## src/common/pwg_pkg.sv

```systemverilog
// Package for the key write guard and non-volatile byte staging block.
// Holds register offsets, reset values, widths and the refresh timing.
// Assumes an 8-bit register space with byte-wide data.

`default_nettype none

package pwg_pkg;

   // ----------------------------------------------------------------
   // Widths
   // ----------------------------------------------------------------
   localparam int unsigned PWG_ADDR_W = 8;
   localparam int unsigned PWG_DATA_W = 8;
   localparam int unsigned PWG_KEY_W  = 32;
   localparam int unsigned PWG_CNT_W  = 24;

   // ----------------------------------------------------------------
   // Register offsets
   // ----------------------------------------------------------------
   localparam logic [7:0] PWG_OFS_KEY_BYTE0 = 8'h39;
   localparam logic [7:0] PWG_OFS_KEY_BYTE1 = 8'h3A;
   localparam logic [7:0] PWG_OFS_KEY_BYTE2 = 8'h3B;
   localparam logic [7:0] PWG_OFS_KEY_BYTE3 = 8'h3C;
   localparam logic [7:0] PWG_OFS_NV_INDEX  = 8'h3D;
   localparam logic [7:0] PWG_OFS_NV_VALUE  = 8'h3E;

   // ----------------------------------------------------------------
   // Values after reset and fixed codes
   // ----------------------------------------------------------------
   localparam logic [7:0] PWG_RST_KEY_BYTE = 8'h00;
   localparam logic [7:0] PWG_RST_NV_INDEX = 8'hC0;
   localparam logic [7:0] PWG_RST_NV_VALUE = 8'h00;
   localparam logic [7:0] PWG_READ_ZERO    = 8'h00;
   localparam logic [7:0] PWG_CHECK_ON     = 8'hFF;

   // ----------------------------------------------------------------
   // Timing: first configuration refresh after power-up
   // ----------------------------------------------------------------
   localparam int unsigned PWG_CLK_MHZ            = 200;
   localparam int unsigned PWG_FIRST_REFRESH_MS   = 66;
   localparam int unsigned PWG_FIRST_REFRESH_CYC  =
      PWG_FIRST_REFRESH_MS * 1000 * PWG_CLK_MHZ;

   // Power-up sequencing states, Gray coded
   typedef enum logic [1:0] {
      PWG_ST_WAIT  = 2'b00,
      PWG_ST_CLEAR = 2'b01,
      PWG_ST_RUN   = 2'b11
   } pwg_state_t;

endpackage

`default_nettype wire

```

## src/core/pwg_byte_reg.sv

```systemverilog
// One byte-wide register with a fixed value after reset.
// Assumes a synchronous active-high reset and a shared clock enable.

`timescale 1ns/1ps
`default_nettype none

module pwg_byte_reg #(
   parameter logic [7:0] RESET_VALUE = 8'h00
) (
   input  wire logic       i_clock,
   input  wire logic       i_rst,
   input  wire logic       i_clk_en,
   input  wire logic       i_load,
   input  wire logic [7:0] i_data,
   output logic      [7:0] o_value
);

   // ----------------------------------------------------------------
   // Storage
   // ----------------------------------------------------------------
   // Load wins only while the clock enable is high
   always_ff @(posedge i_clock) begin
      if (i_rst) begin
         o_value <= RESET_VALUE;
      end else if (i_clk_en && i_load) begin
         o_value <= i_data;
      end
   end

endmodule

`default_nettype wire

```

## src/core/pwg_guard.sv

```systemverilog
// Key write guard and non-volatile byte staging registers.
// Assumes register requests come from bus logic on the same clock,
// the stored key mirror and enable setting arrive from the config RAM,
// and the transfer engine loads read results on i_nv_read_load.
//
// How it works
// - Clear entered key after first refresh time
// - Check active only when enable equals 255
// - Guard every guarded-class register write
// - Compare all 32 key bits with mirror
// - Key bytes at 39h through 3Ch, LSB first
// - Key bytes write only, read zero
// - Index register, 8 bits, resets C0h
// - Value register, 8 bits, resets 00h
// - Index and value readable, writes guarded

`timescale 1ns/1ps
`default_nettype none

module pwg_guard
   import pwg_pkg::*;
#(
   parameter int unsigned FIRST_REFRESH_CYC = PWG_FIRST_REFRESH_CYC
) (
   input  wire logic                  i_clock,
   input  wire logic                  i_rst,
   input  wire logic                  i_clk_en,
   input  wire logic [PWG_ADDR_W-1:0] i_reg_addr,
   input  wire logic [PWG_DATA_W-1:0] i_reg_wdata,
   input  wire logic                  i_reg_wr,
   input  wire logic                  i_reg_rd,
   input  wire logic                  i_wr_guarded,
   input  wire logic [PWG_KEY_W-1:0]  i_stored_key,
   input  wire logic [7:0]            i_key_check_enable,
   input  wire logic                  i_nv_read_load,
   input  wire logic [PWG_DATA_W-1:0] i_nv_read_data,
   output logic      [PWG_DATA_W-1:0] o_reg_rdata,
   output logic                       o_reg_rvalid,
   output logic                       o_fwd_wr,
   output logic      [PWG_ADDR_W-1:0] o_fwd_addr,
   output logic      [PWG_DATA_W-1:0] o_fwd_wdata,
   output logic                       o_write_open,
   output logic                       o_refresh_done,
   output logic      [PWG_DATA_W-1:0] o_nv_byte_index,
   output logic      [PWG_DATA_W-1:0] o_nv_byte_value
);

   // ----------------------------------------------------------------
   // Declarations
   // ----------------------------------------------------------------
   localparam logic [PWG_CNT_W-1:0] REFRESH_LAST =
      PWG_CNT_W'(FIRST_REFRESH_CYC - 1);

   pwg_state_t             state;
   pwg_state_t             next_state;
   logic [PWG_CNT_W-1:0]   refresh_count;
   logic [PWG_KEY_W-1:0]   entered_key;
   logic [7:0]             key_byte [4];
   logic [3:0]             key_hit;
   logic [3:0]             key_load;
   logic [7:0]             key_data;
   logic                   wr_take;
   logic                   rd_take;
   logic                   check_active;
   logic                   key_match;
   logic                   write_open;
   logic                   hit_index;
   logic                   hit_value;
   logic                   hit_local;
   logic                   own_guarded;
   logic                   index_load;
   logic                   value_load;
   logic [7:0]             value_data;
   logic                   fwd_take;
   logic [7:0]             rd_mux;
   logic                   clear_keys;

   // ----------------------------------------------------------------
   // Request qualification
   // ----------------------------------------------------------------
   // Requests count only while the clock enable is high
   assign wr_take = i_clk_en & i_reg_wr;
   assign rd_take = i_clk_en & i_reg_rd;

   // ----------------------------------------------------------------
   // Address decode
   // ----------------------------------------------------------------
   // One hit per key byte, consecutive offsets
   assign key_hit[0] = (i_reg_addr == PWG_OFS_KEY_BYTE0);
   assign key_hit[1] = (i_reg_addr == PWG_OFS_KEY_BYTE1);
   assign key_hit[2] = (i_reg_addr == PWG_OFS_KEY_BYTE2);
   assign key_hit[3] = (i_reg_addr == PWG_OFS_KEY_BYTE3);
   assign hit_index  = (i_reg_addr == PWG_OFS_NV_INDEX);
   assign hit_value  = (i_reg_addr == PWG_OFS_NV_VALUE);
   assign hit_local  = (|key_hit) | hit_index | hit_value;

   // Own registers of the guarded class
   assign own_guarded = hit_index | hit_value;

   // ----------------------------------------------------------------
   // Key check
   // ----------------------------------------------------------------
   // Guard only armed at the one enable code
   assign check_active = (i_key_check_enable == PWG_CHECK_ON);

   // Full-width compare against the RAM mirror
   assign key_match = (entered_key == i_stored_key);

   // Writes pass when disarmed or the key matches
   assign write_open = ~check_active | key_match;

   // ----------------------------------------------------------------
   // Power-up refresh sequencing
   // ----------------------------------------------------------------
   // Wait out the first refresh, clear once, then run
   always_comb begin
      next_state = state;
      unique case (state)
         PWG_ST_WAIT: begin
            if (refresh_count == REFRESH_LAST) begin
               next_state = PWG_ST_CLEAR;
            end
         end
         PWG_ST_CLEAR: begin
            next_state = PWG_ST_RUN;
         end
         PWG_ST_RUN: begin
            next_state = PWG_ST_RUN;
         end
         default: begin
            next_state = PWG_ST_WAIT;
         end
      endcase
   end

   // State register
   always_ff @(posedge i_clock) begin
      if (i_rst) begin
         state <= PWG_ST_WAIT;
      end else if (i_clk_en) begin
         state <= next_state;
      end
   end

   // Refresh timer, counts only while waiting
   always_ff @(posedge i_clock) begin
      if (i_rst) begin
         refresh_count <= '0;
      end else if (i_clk_en && state == PWG_ST_WAIT) begin
         refresh_count <= refresh_count + PWG_CNT_W'(1);
      end
   end

   // Clear pulse at end of the first refresh
   assign clear_keys = (state == PWG_ST_CLEAR);

   // ----------------------------------------------------------------
   // Entered key bytes
   // ----------------------------------------------------------------
   // Clear overrides a host write in the same cycle
   assign key_load = clear_keys ? 4'hF : (key_hit & {4{i_reg_wr}});
   assign key_data = clear_keys ? PWG_RST_KEY_BYTE : i_reg_wdata;

   genvar gi;
   generate
      for (gi = 0; gi < 4; gi++) begin : g_key
         pwg_byte_reg #(
            .RESET_VALUE (PWG_RST_KEY_BYTE)
         ) u_key_byte (
            .i_clock  (i_clock),
            .i_rst    (i_rst),
            .i_clk_en (i_clk_en),
            .i_load   (key_load[gi]),
            .i_data   (key_data),
            .o_value  (key_byte[gi])
         );
         // Byte gi holds key bits 8*gi+7 down to 8*gi
         assign entered_key[8*gi +: 8] = key_byte[gi];
      end
   endgenerate

   // ----------------------------------------------------------------
   // Non-volatile byte index and value
   // ----------------------------------------------------------------
   // Index write only when the guard is open
   assign index_load = wr_take & hit_index & write_open;

   pwg_byte_reg #(
      .RESET_VALUE (PWG_RST_NV_INDEX)
   ) u_nv_index (
      .i_clock  (i_clock),
      .i_rst    (i_rst),
      .i_clk_en (i_clk_en),
      .i_load   (index_load),
      .i_data   (i_reg_wdata),
      .o_value  (o_nv_byte_index)
   );

   // Engine read result wins over a host write
   assign value_load = i_nv_read_load | (i_reg_wr & hit_value & write_open);
   assign value_data = i_nv_read_load ? i_nv_read_data : i_reg_wdata;

   pwg_byte_reg #(
      .RESET_VALUE (PWG_RST_NV_VALUE)
   ) u_nv_value (
      .i_clock  (i_clock),
      .i_rst    (i_rst),
      .i_clk_en (i_clk_en),
      .i_load   (value_load),
      .i_data   (value_data),
      .o_value  (o_nv_byte_value)
   );

   // ----------------------------------------------------------------
   // Forwarding of guarded writes elsewhere
   // ----------------------------------------------------------------
   // Outside writes pass unless guarded and locked
   assign fwd_take = wr_take & ~hit_local & (~i_wr_guarded | write_open);

   // Forwarded strobe with its address and data
   always_ff @(posedge i_clock) begin
      if (i_rst) begin
         o_fwd_wr    <= 1'b0;
         o_fwd_addr  <= '0;
         o_fwd_wdata <= '0;
      end else if (i_clk_en) begin
         o_fwd_wr <= fwd_take;
         if (fwd_take) begin
            o_fwd_addr  <= i_reg_addr;
            o_fwd_wdata <= i_reg_wdata;
         end
      end
   end

   // ----------------------------------------------------------------
   // Read path
   // ----------------------------------------------------------------
   // Key bytes and unmapped offsets read zero
   assign rd_mux = hit_index ? o_nv_byte_index :
                   hit_value ? o_nv_byte_value :
                   PWG_READ_ZERO;

   // Read data registered one cycle after the request
   always_ff @(posedge i_clock) begin
      if (i_rst) begin
         o_reg_rdata  <= PWG_READ_ZERO;
         o_reg_rvalid <= 1'b0;
      end else if (i_clk_en) begin
         o_reg_rvalid <= rd_take;
         if (rd_take) begin
            o_reg_rdata <= rd_mux;
         end
      end
   end

   // ----------------------------------------------------------------
   // Status outputs
   // ----------------------------------------------------------------
   // Guard state and refresh completion for the rest of the chip
   always_ff @(posedge i_clock) begin
      if (i_rst) begin
         o_write_open   <= 1'b0;
         o_refresh_done <= 1'b0;
      end else if (i_clk_en) begin
         o_write_open   <= write_open;
         o_refresh_done <= (state == PWG_ST_RUN);
      end
   end

endmodule

`default_nettype wire

```

## config.mk

```make
export PLATFORM = sky130hd
export DESIGN_NAME = pwg_guard
export DESIGN_NICKNAME = d
export VERILOG_FILES = /design/src/common/pwg_pkg.sv /design/src/core/pwg_byte_reg.sv /design/src/core/pwg_guard.sv
export SDC_FILE = /design/constraint.sdc
export NUM_CORES = 1
export LEC_CHECK = 0
export ABC_AREA = 0
export BUFFER_PORTS_ARGS = -buffer_cell sky130_fd_sc_hd__buf_4
export CAP_MARGIN = 20
export CORE_ASPECT_RATIO = 1.2
export CORE_MARGIN = 2
export CORE_UTILIZATION = 30
export CTS_CLUSTER_SIZE = 40
export DETAILED_ROUTE_END_ITERATION = 10
export SETUP_SLACK_MARGIN = 0.1
export SYNTH_ARGS = -nofsm -noshare
export SYNTH_HDL_FRONTEND = slang
export SYNTH_SLANG_ARGS = --single-unit
```

## constraint.sdc

```tcl
create_clock -name i_clock -period 2.5 [get_ports i_clock]
set_input_delay 0.25 -clock i_clock [delete_from_list [all_inputs] [get_ports i_clock]]
set_output_delay 0.25 -clock i_clock [all_outputs]
set_load 0.1 [all_outputs]
```

# Word-level counts from Yosys, hierarchy flattened
# Index checks and enable logic that the tools add are counted.
[word_totals]
register_bits = 102
inputBits = 71
[op_classes]
muxes = 7
n_eq_ne = 12
n_reduce_logical = 13
n_addsub = 1
bitwise_logic = 17
[op_table]
columns = ["operator", "n"]
rows = [
  ["equality test 8 x 6 -> 1 bit (second input constant)", 6],
  ["equality test 32 bit", 1],
  ["two-way mux 8 bit", 4],
  ["adder 24 x 1 -> 24 bit (second input constant)", 1],
  ["equality test 24 bit (second input constant)", 1],
  ["AND 1 bit", 8],
  ["equality test 8 bit (second input constant)", 1],
  ["logical AND 1 bit", 7],
  ["AND reduction 2 bit", 3],
  ["OR 1 bit", 5],
  ["AND 4 bit", 1],
  ["two-way mux 4 bit", 1],
  ["case mux 2 bit (2 select lines)", 1],
  ["OR reduction 4 bit", 1],
  ["inverter 1 bit", 3],
  ["equality test 2 x 1 -> 1 bit (second input constant)", 1],
  ["equality test 2 bit (second input constant)", 1],
  ["logical NOT 2 bit", 1],
  ["two-way mux 2 bit", 1],
  ["!= test 2 bit (second input constant)", 1],
  ["OR reduction 2 bit", 1],
]

# Depth between registers and ports, before layout
[logic_depth]
ltp_word = 8
depth_mapped = 8
mapped_depth_nobuf = 6

# Hierarchy
# Synthesis repeated with hierarchy kept, for this count alone.
[unflattened]
hier_cells = 627
hier_area_um2 = 5672.9
[modules_own_cells]
columns = ["module", "seq_area_each_um2", "instances", "cells_per_inst", "area_per_inst_um2"]
rows = [
  ["pwg_guard", 1081.0, 1, 408, 3503.4],
  ["pwg_byte_reg at g_key[0].u_key_byte ...", 160.2, 5, 37, 366.6],
  ["pwg_byte_reg at u_nv_index", 160.2, 1, 34, 336.6],
]

# Least setup slack after synthesis
# Ideal clock, no wire load.
[synth_timing]
path_kind = "input port to flip-flop"
start = "input port i_key_check_enable[3]"
end = "register u_nv_value.o_value[0]"
cell_stages = 6
t_arrival_ps = 1622
setup_time_ps = 144
t_required_ps = 2356
setup_slack_ps = 734
path_buffers = 1
path_cell_list = "and4_1 -> and2_1 -> o41ai_4 -> buf_4 -> mux2i_1 -> o311ai_0"
[synth_via]
elab_chain_len = 6
[synth_rtl]
columns = ["item", "line_no", "rtl"]
rows = [
  ["start, declared", "pwg_guard.sv:34", "input wire logic [7:0] i_key_check_enable,"],
  ["equality test 8 bit", "pwg_guard.sv:104", "assign check_active = (i_key_check_enable == PWG_CHECK_ON);"],
  ["inverter 1 bit", "pwg_guard.sv:110", "assign write_open = ~check_active | key_match;"],
  ["OR 1 bit", "pwg_guard.sv:110", ""],
  ["AND 1 bit", "pwg_guard.sv:200", "assign value_load = i_nv_read_load | (i_reg_wr & hit_value & write_open);"],
  ["OR 1 bit", "pwg_guard.sv:200", ""],
  ["logical AND 1 bit", "pwg_byte_reg.sv:25", "end else if (i_clk_en && i_load) begin"],
  ["end signal, assigned", "pwg_byte_reg.sv:26", "o_value <= i_data;"],
  ["end, declared", "pwg_byte_reg.sv:15", "output logic [7:0] o_value"],
]
# Every way passes these cells.
# A chain may end at the register's enable or synchronous reset.

# Final worst setup path
[layout_timing]
start = "register g_key[3].u_key_byte.o_value[7]"
end = "register o_fwd_wdata[5]"
[layout_via]
elab_chain_len = 5
[layout_rtl]
columns = ["item", "line_no", "rtl"]
rows = [
  ["start, declared", "pwg_byte_reg.sv:15", ""],
  ["start signal, assigned", "pwg_byte_reg.sv:26", ""],
  ["equality test 32 bit", "pwg_guard.sv:107", "assign key_match = (entered_key == i_stored_key);"],
  ["OR 1 bit", "pwg_guard.sv:110", ""],
  ["OR 1 bit", "pwg_guard.sv:218", "assign fwd_take = wr_take & ~hit_local & (~i_wr_guarded | write_open);"],
  ["AND 1 bit", "pwg_guard.sv:218", ""],
  ["AND reduction 2 bit (no source line)", "n/a", ""],
  ["end signal, assigned", "pwg_guard.sv:230", "o_fwd_wdata <= i_reg_wdata;"],
  ["end, declared", "pwg_guard.sv:41", "output logic [PWG_DATA_W-1:0] o_fwd_wdata,"],
]
# Every way passes these cells.

==> impl_metrics.toml <==
[critical_path]
cp.arrival_ps = 2280
criticalPathCategory = "flip-flop to flip-flop"
crit_path_end_kind = "flip-flop"
cp_data_required_time_ps = 2760
startpoint = "g_key[3].u_key_byte.o_value[7]"
startpoint_type = "flip-flop"
reg2reg_slack_ps = 480
reg2reg_from = "g_key[3].u_key_byte.o_value[7]"
worstPathMaxFanout = 21

[sta]
setup_viol = 0
post-route-period-util_pct = 80.7
skew_ps = 8.40
fin_crit_ps = 2020
max_slew.worst_pin.slew_ps = 808
fmax_mhz = 496
grt_setup_unrepaired = "false"
finalMaxSlewViolations = 0
hold_viol_final = 0
slew_headroom_pct = 45.9
setup-tns-final_ps = 0

[power_and_ir_drop]
power_frac_seq_pct = 44.7
p_clk_share_pct = 35.8
power-per-cell-area_nw_per_um2 = 560
switchingPower_mw = 1.25
pwr-share-comb_pct = 19.5
netSwitchingFraction_pct = 32.7
intPower_mw = 2.57
p_leak_nw = 2.62
ir_worst_vdd_mv = 0.321

[status]
outcome = "completed"

[synthesis]
synth-async-reset-ratio_pct = 0
synth_cells = 630
syn-cell-area_um2 = 5440
synth-edff-count = 0
yosysSeqAreaShare_pct = 37.5
yosysWarnings = 0
synthDistinctLibCells = 60
synth_nets = 702
synth_top_flop_cell = "dfxtp_1"
syn_area_per_cell_um2 = 8.64
ys_seq_elements = 102

[finish]
area_growth_pct = 25.3
finalNonFillerCells = 950
num_antenna_cells = 0
drive_above_1_share_pct = 23.3
fillers = 1829
layout_commonest_cell = "buf_4"
nets = 797
final_cell_mix = "134 x buf_4, 102 x dfxtp_1, 68 x nor2_1"

[grt]
antenna_found_initial = 0
grt_start_max_net_pins = 73
grt_pass1_vias = 4794
grt_pass1_wl_mm = 26.8
grt_overflow_total = 0
grt_use_total_pct = 17.7

[floorplanning]
die_h_um = 152
core-area_um2 = 17600
initial_core_util_pct = 30.9
die_w_um = 127
dieArea_um2 = 19200
pin_count = 115
num_rows = 53

[placement]
place.port_buffers = 114
dp_hpwl_mm = 12.1
dp_cells = 934
gp_congestion = 0.837

[routing]
drtIter0Drc = 336
routed-via-count = 5228
wl_per_cell_um = 17.9
dr_wl_met3_um = 784
met1_length_mm = 7.51
firstDrtPassIters = 5
drc = 0
viasPerCell = 5.50
route.met2.wl_mm = 8.18
drt_wl_total_mm = 17.0
ant_nets = 0
top_layer = "met4"

[clocking]
cts_buffer_depth = 2
cts_made_buffers = 9
post_cts_resized = 0
htreeDepth = 3
post_cts_buffers = 0
cts_tree = "done"
holdBufCountCts = 0
insertion_delay_ps = 360
cts_sinks = 102
cts-root-buf = "clkbuf_16"
cts.clk_slew.worst_paths_ps = 80

[min_path]
hold_start = "i_reg_wdata[3]"
hp-class = "primary input to flip-flop"

[run]
drv_cap = 0
-- final cells by class --
type / instances / area (um2) / share of cell area [%]
clock buffers: 9 / 225 / 3.30
repair buffers: 136 / 1050 / 15.3
flip-flops and latches: 102 / 2040 / 29.9
inverters: 6 / 22.5 / 0.330
well taps: 220 / 275 / 4.04
clock inverters: 7 / 55.1 / 0.807
multi-input cells: 470 / 3150 / 46.2
-- Yosys cell counts, types with 3 or more instances --
cell	number	area, um2
dfxtp_1	102	2040
nor2_1	69	259
nand2_1	66	248
xor2_1	41	359
nor4_1	32	200
clkbuf_1	29	109
o311ai_1	25	219
a31oi_1	23	144
or4_1	21	158
mux2i_1	18	180
nor3_1	18	90.1
a22o_1	16	140
a22oi_1	16	120
nand4_1	15	93.8
buf_2	13	65.1
nand3_1	12	60.1
xnor2_1	11	96.3
a21oi_1	8	40.0
a221oi_1	8	70.1
and4_1	8	70.1
inv_1	6	22.5
and2_1	5	31.3
buf_1	5	18.8
buf_4	4	30.0
o311ai_0	4	35.0
and3_1	3	18.8
nand2b_1	3	18.8
nand4b_1	3	26.3
nor2b_1	3	18.8
nor4b_1	3	26.3
-- worst max-delay path: stages, from the launching register on --
cell	delay (ps)
dfxtp_1	330
xor2_1	160
nor4_1	320
buf_4	180
nand4_1	80
buf_4	230
or4_1	530
o311ai_1	90
-- power groups by stage --
stage / sequential (mW) / clock [mW] / combinational (mW)
after floorplan: 2.04 / 0 / 0.206
after global placement: 1.75 / 0 / 0.745
after detailed placement: 1.75 / 0 / 0.748
after CTS: 1.71 / 1.41 / 0.749
after global routing: 1.71 / 1.46 / 0.790
final: 1.71 / 1.37 / 0.746
-- per-layer routing --
layer	vias to the layer above	track usage [%]
li1	2569	-
met1	2474	24.0
met4	0	7.47
met3	25	2.63
met2	160	28.1
met5	-	0
-- kinds of logic after synthesis --
kind of cell	synth area share (%)
flip-flops	37.5
XOR/XNOR	8.37
AND/OR/NAND/NOR	29.6
AO/OA/AOI/OAI	16.2
adder cells (fa/ha/maj)	0.230
multiplexers	3.52
buffers and inverters	4.60
-- sequential cells by signal, summed over array words and instances (netlist names) --
signal / cells
g_key.u_key_byte.o_value: 32
o_fwd_addr: 8
o_fwd_wdata: 8
o_fwd_wr: 1
o_refresh_done: 1
o_reg_rdata: 8
o_reg_rvalid: 1
o_write_open: 1
refresh_count: 24
state: 2
u_nv_index.o_value: 8
u_nv_value.o_value: 8
-- final timing paths --
check,end,cells after the start
setup reg to reg,o_fwd_wdata[5],7
hold / removal,g_key[2].u_key_byte.o_value[3],2
hold reg to reg,o_reg_rvalid,2
setup / recovery,o_fwd_wdata[5],7
-- metrics by stage --
step                instance area [um2]  hold WS, ps  setup slack (ps)  utilization, %  power [mW]
global route                       6820          181               292            38.7        3.97
global placement                   6540          476               438            37.1        2.49
floorplan                          5440          376               734               -        2.24
detailed placement                 6540          478               436            37.1        2.49
CTS                                6820          179               450            38.7        3.86
finish                             6820          188               484            38.7        3.82
Note: power is estimated with default switching activity, not from simulation.
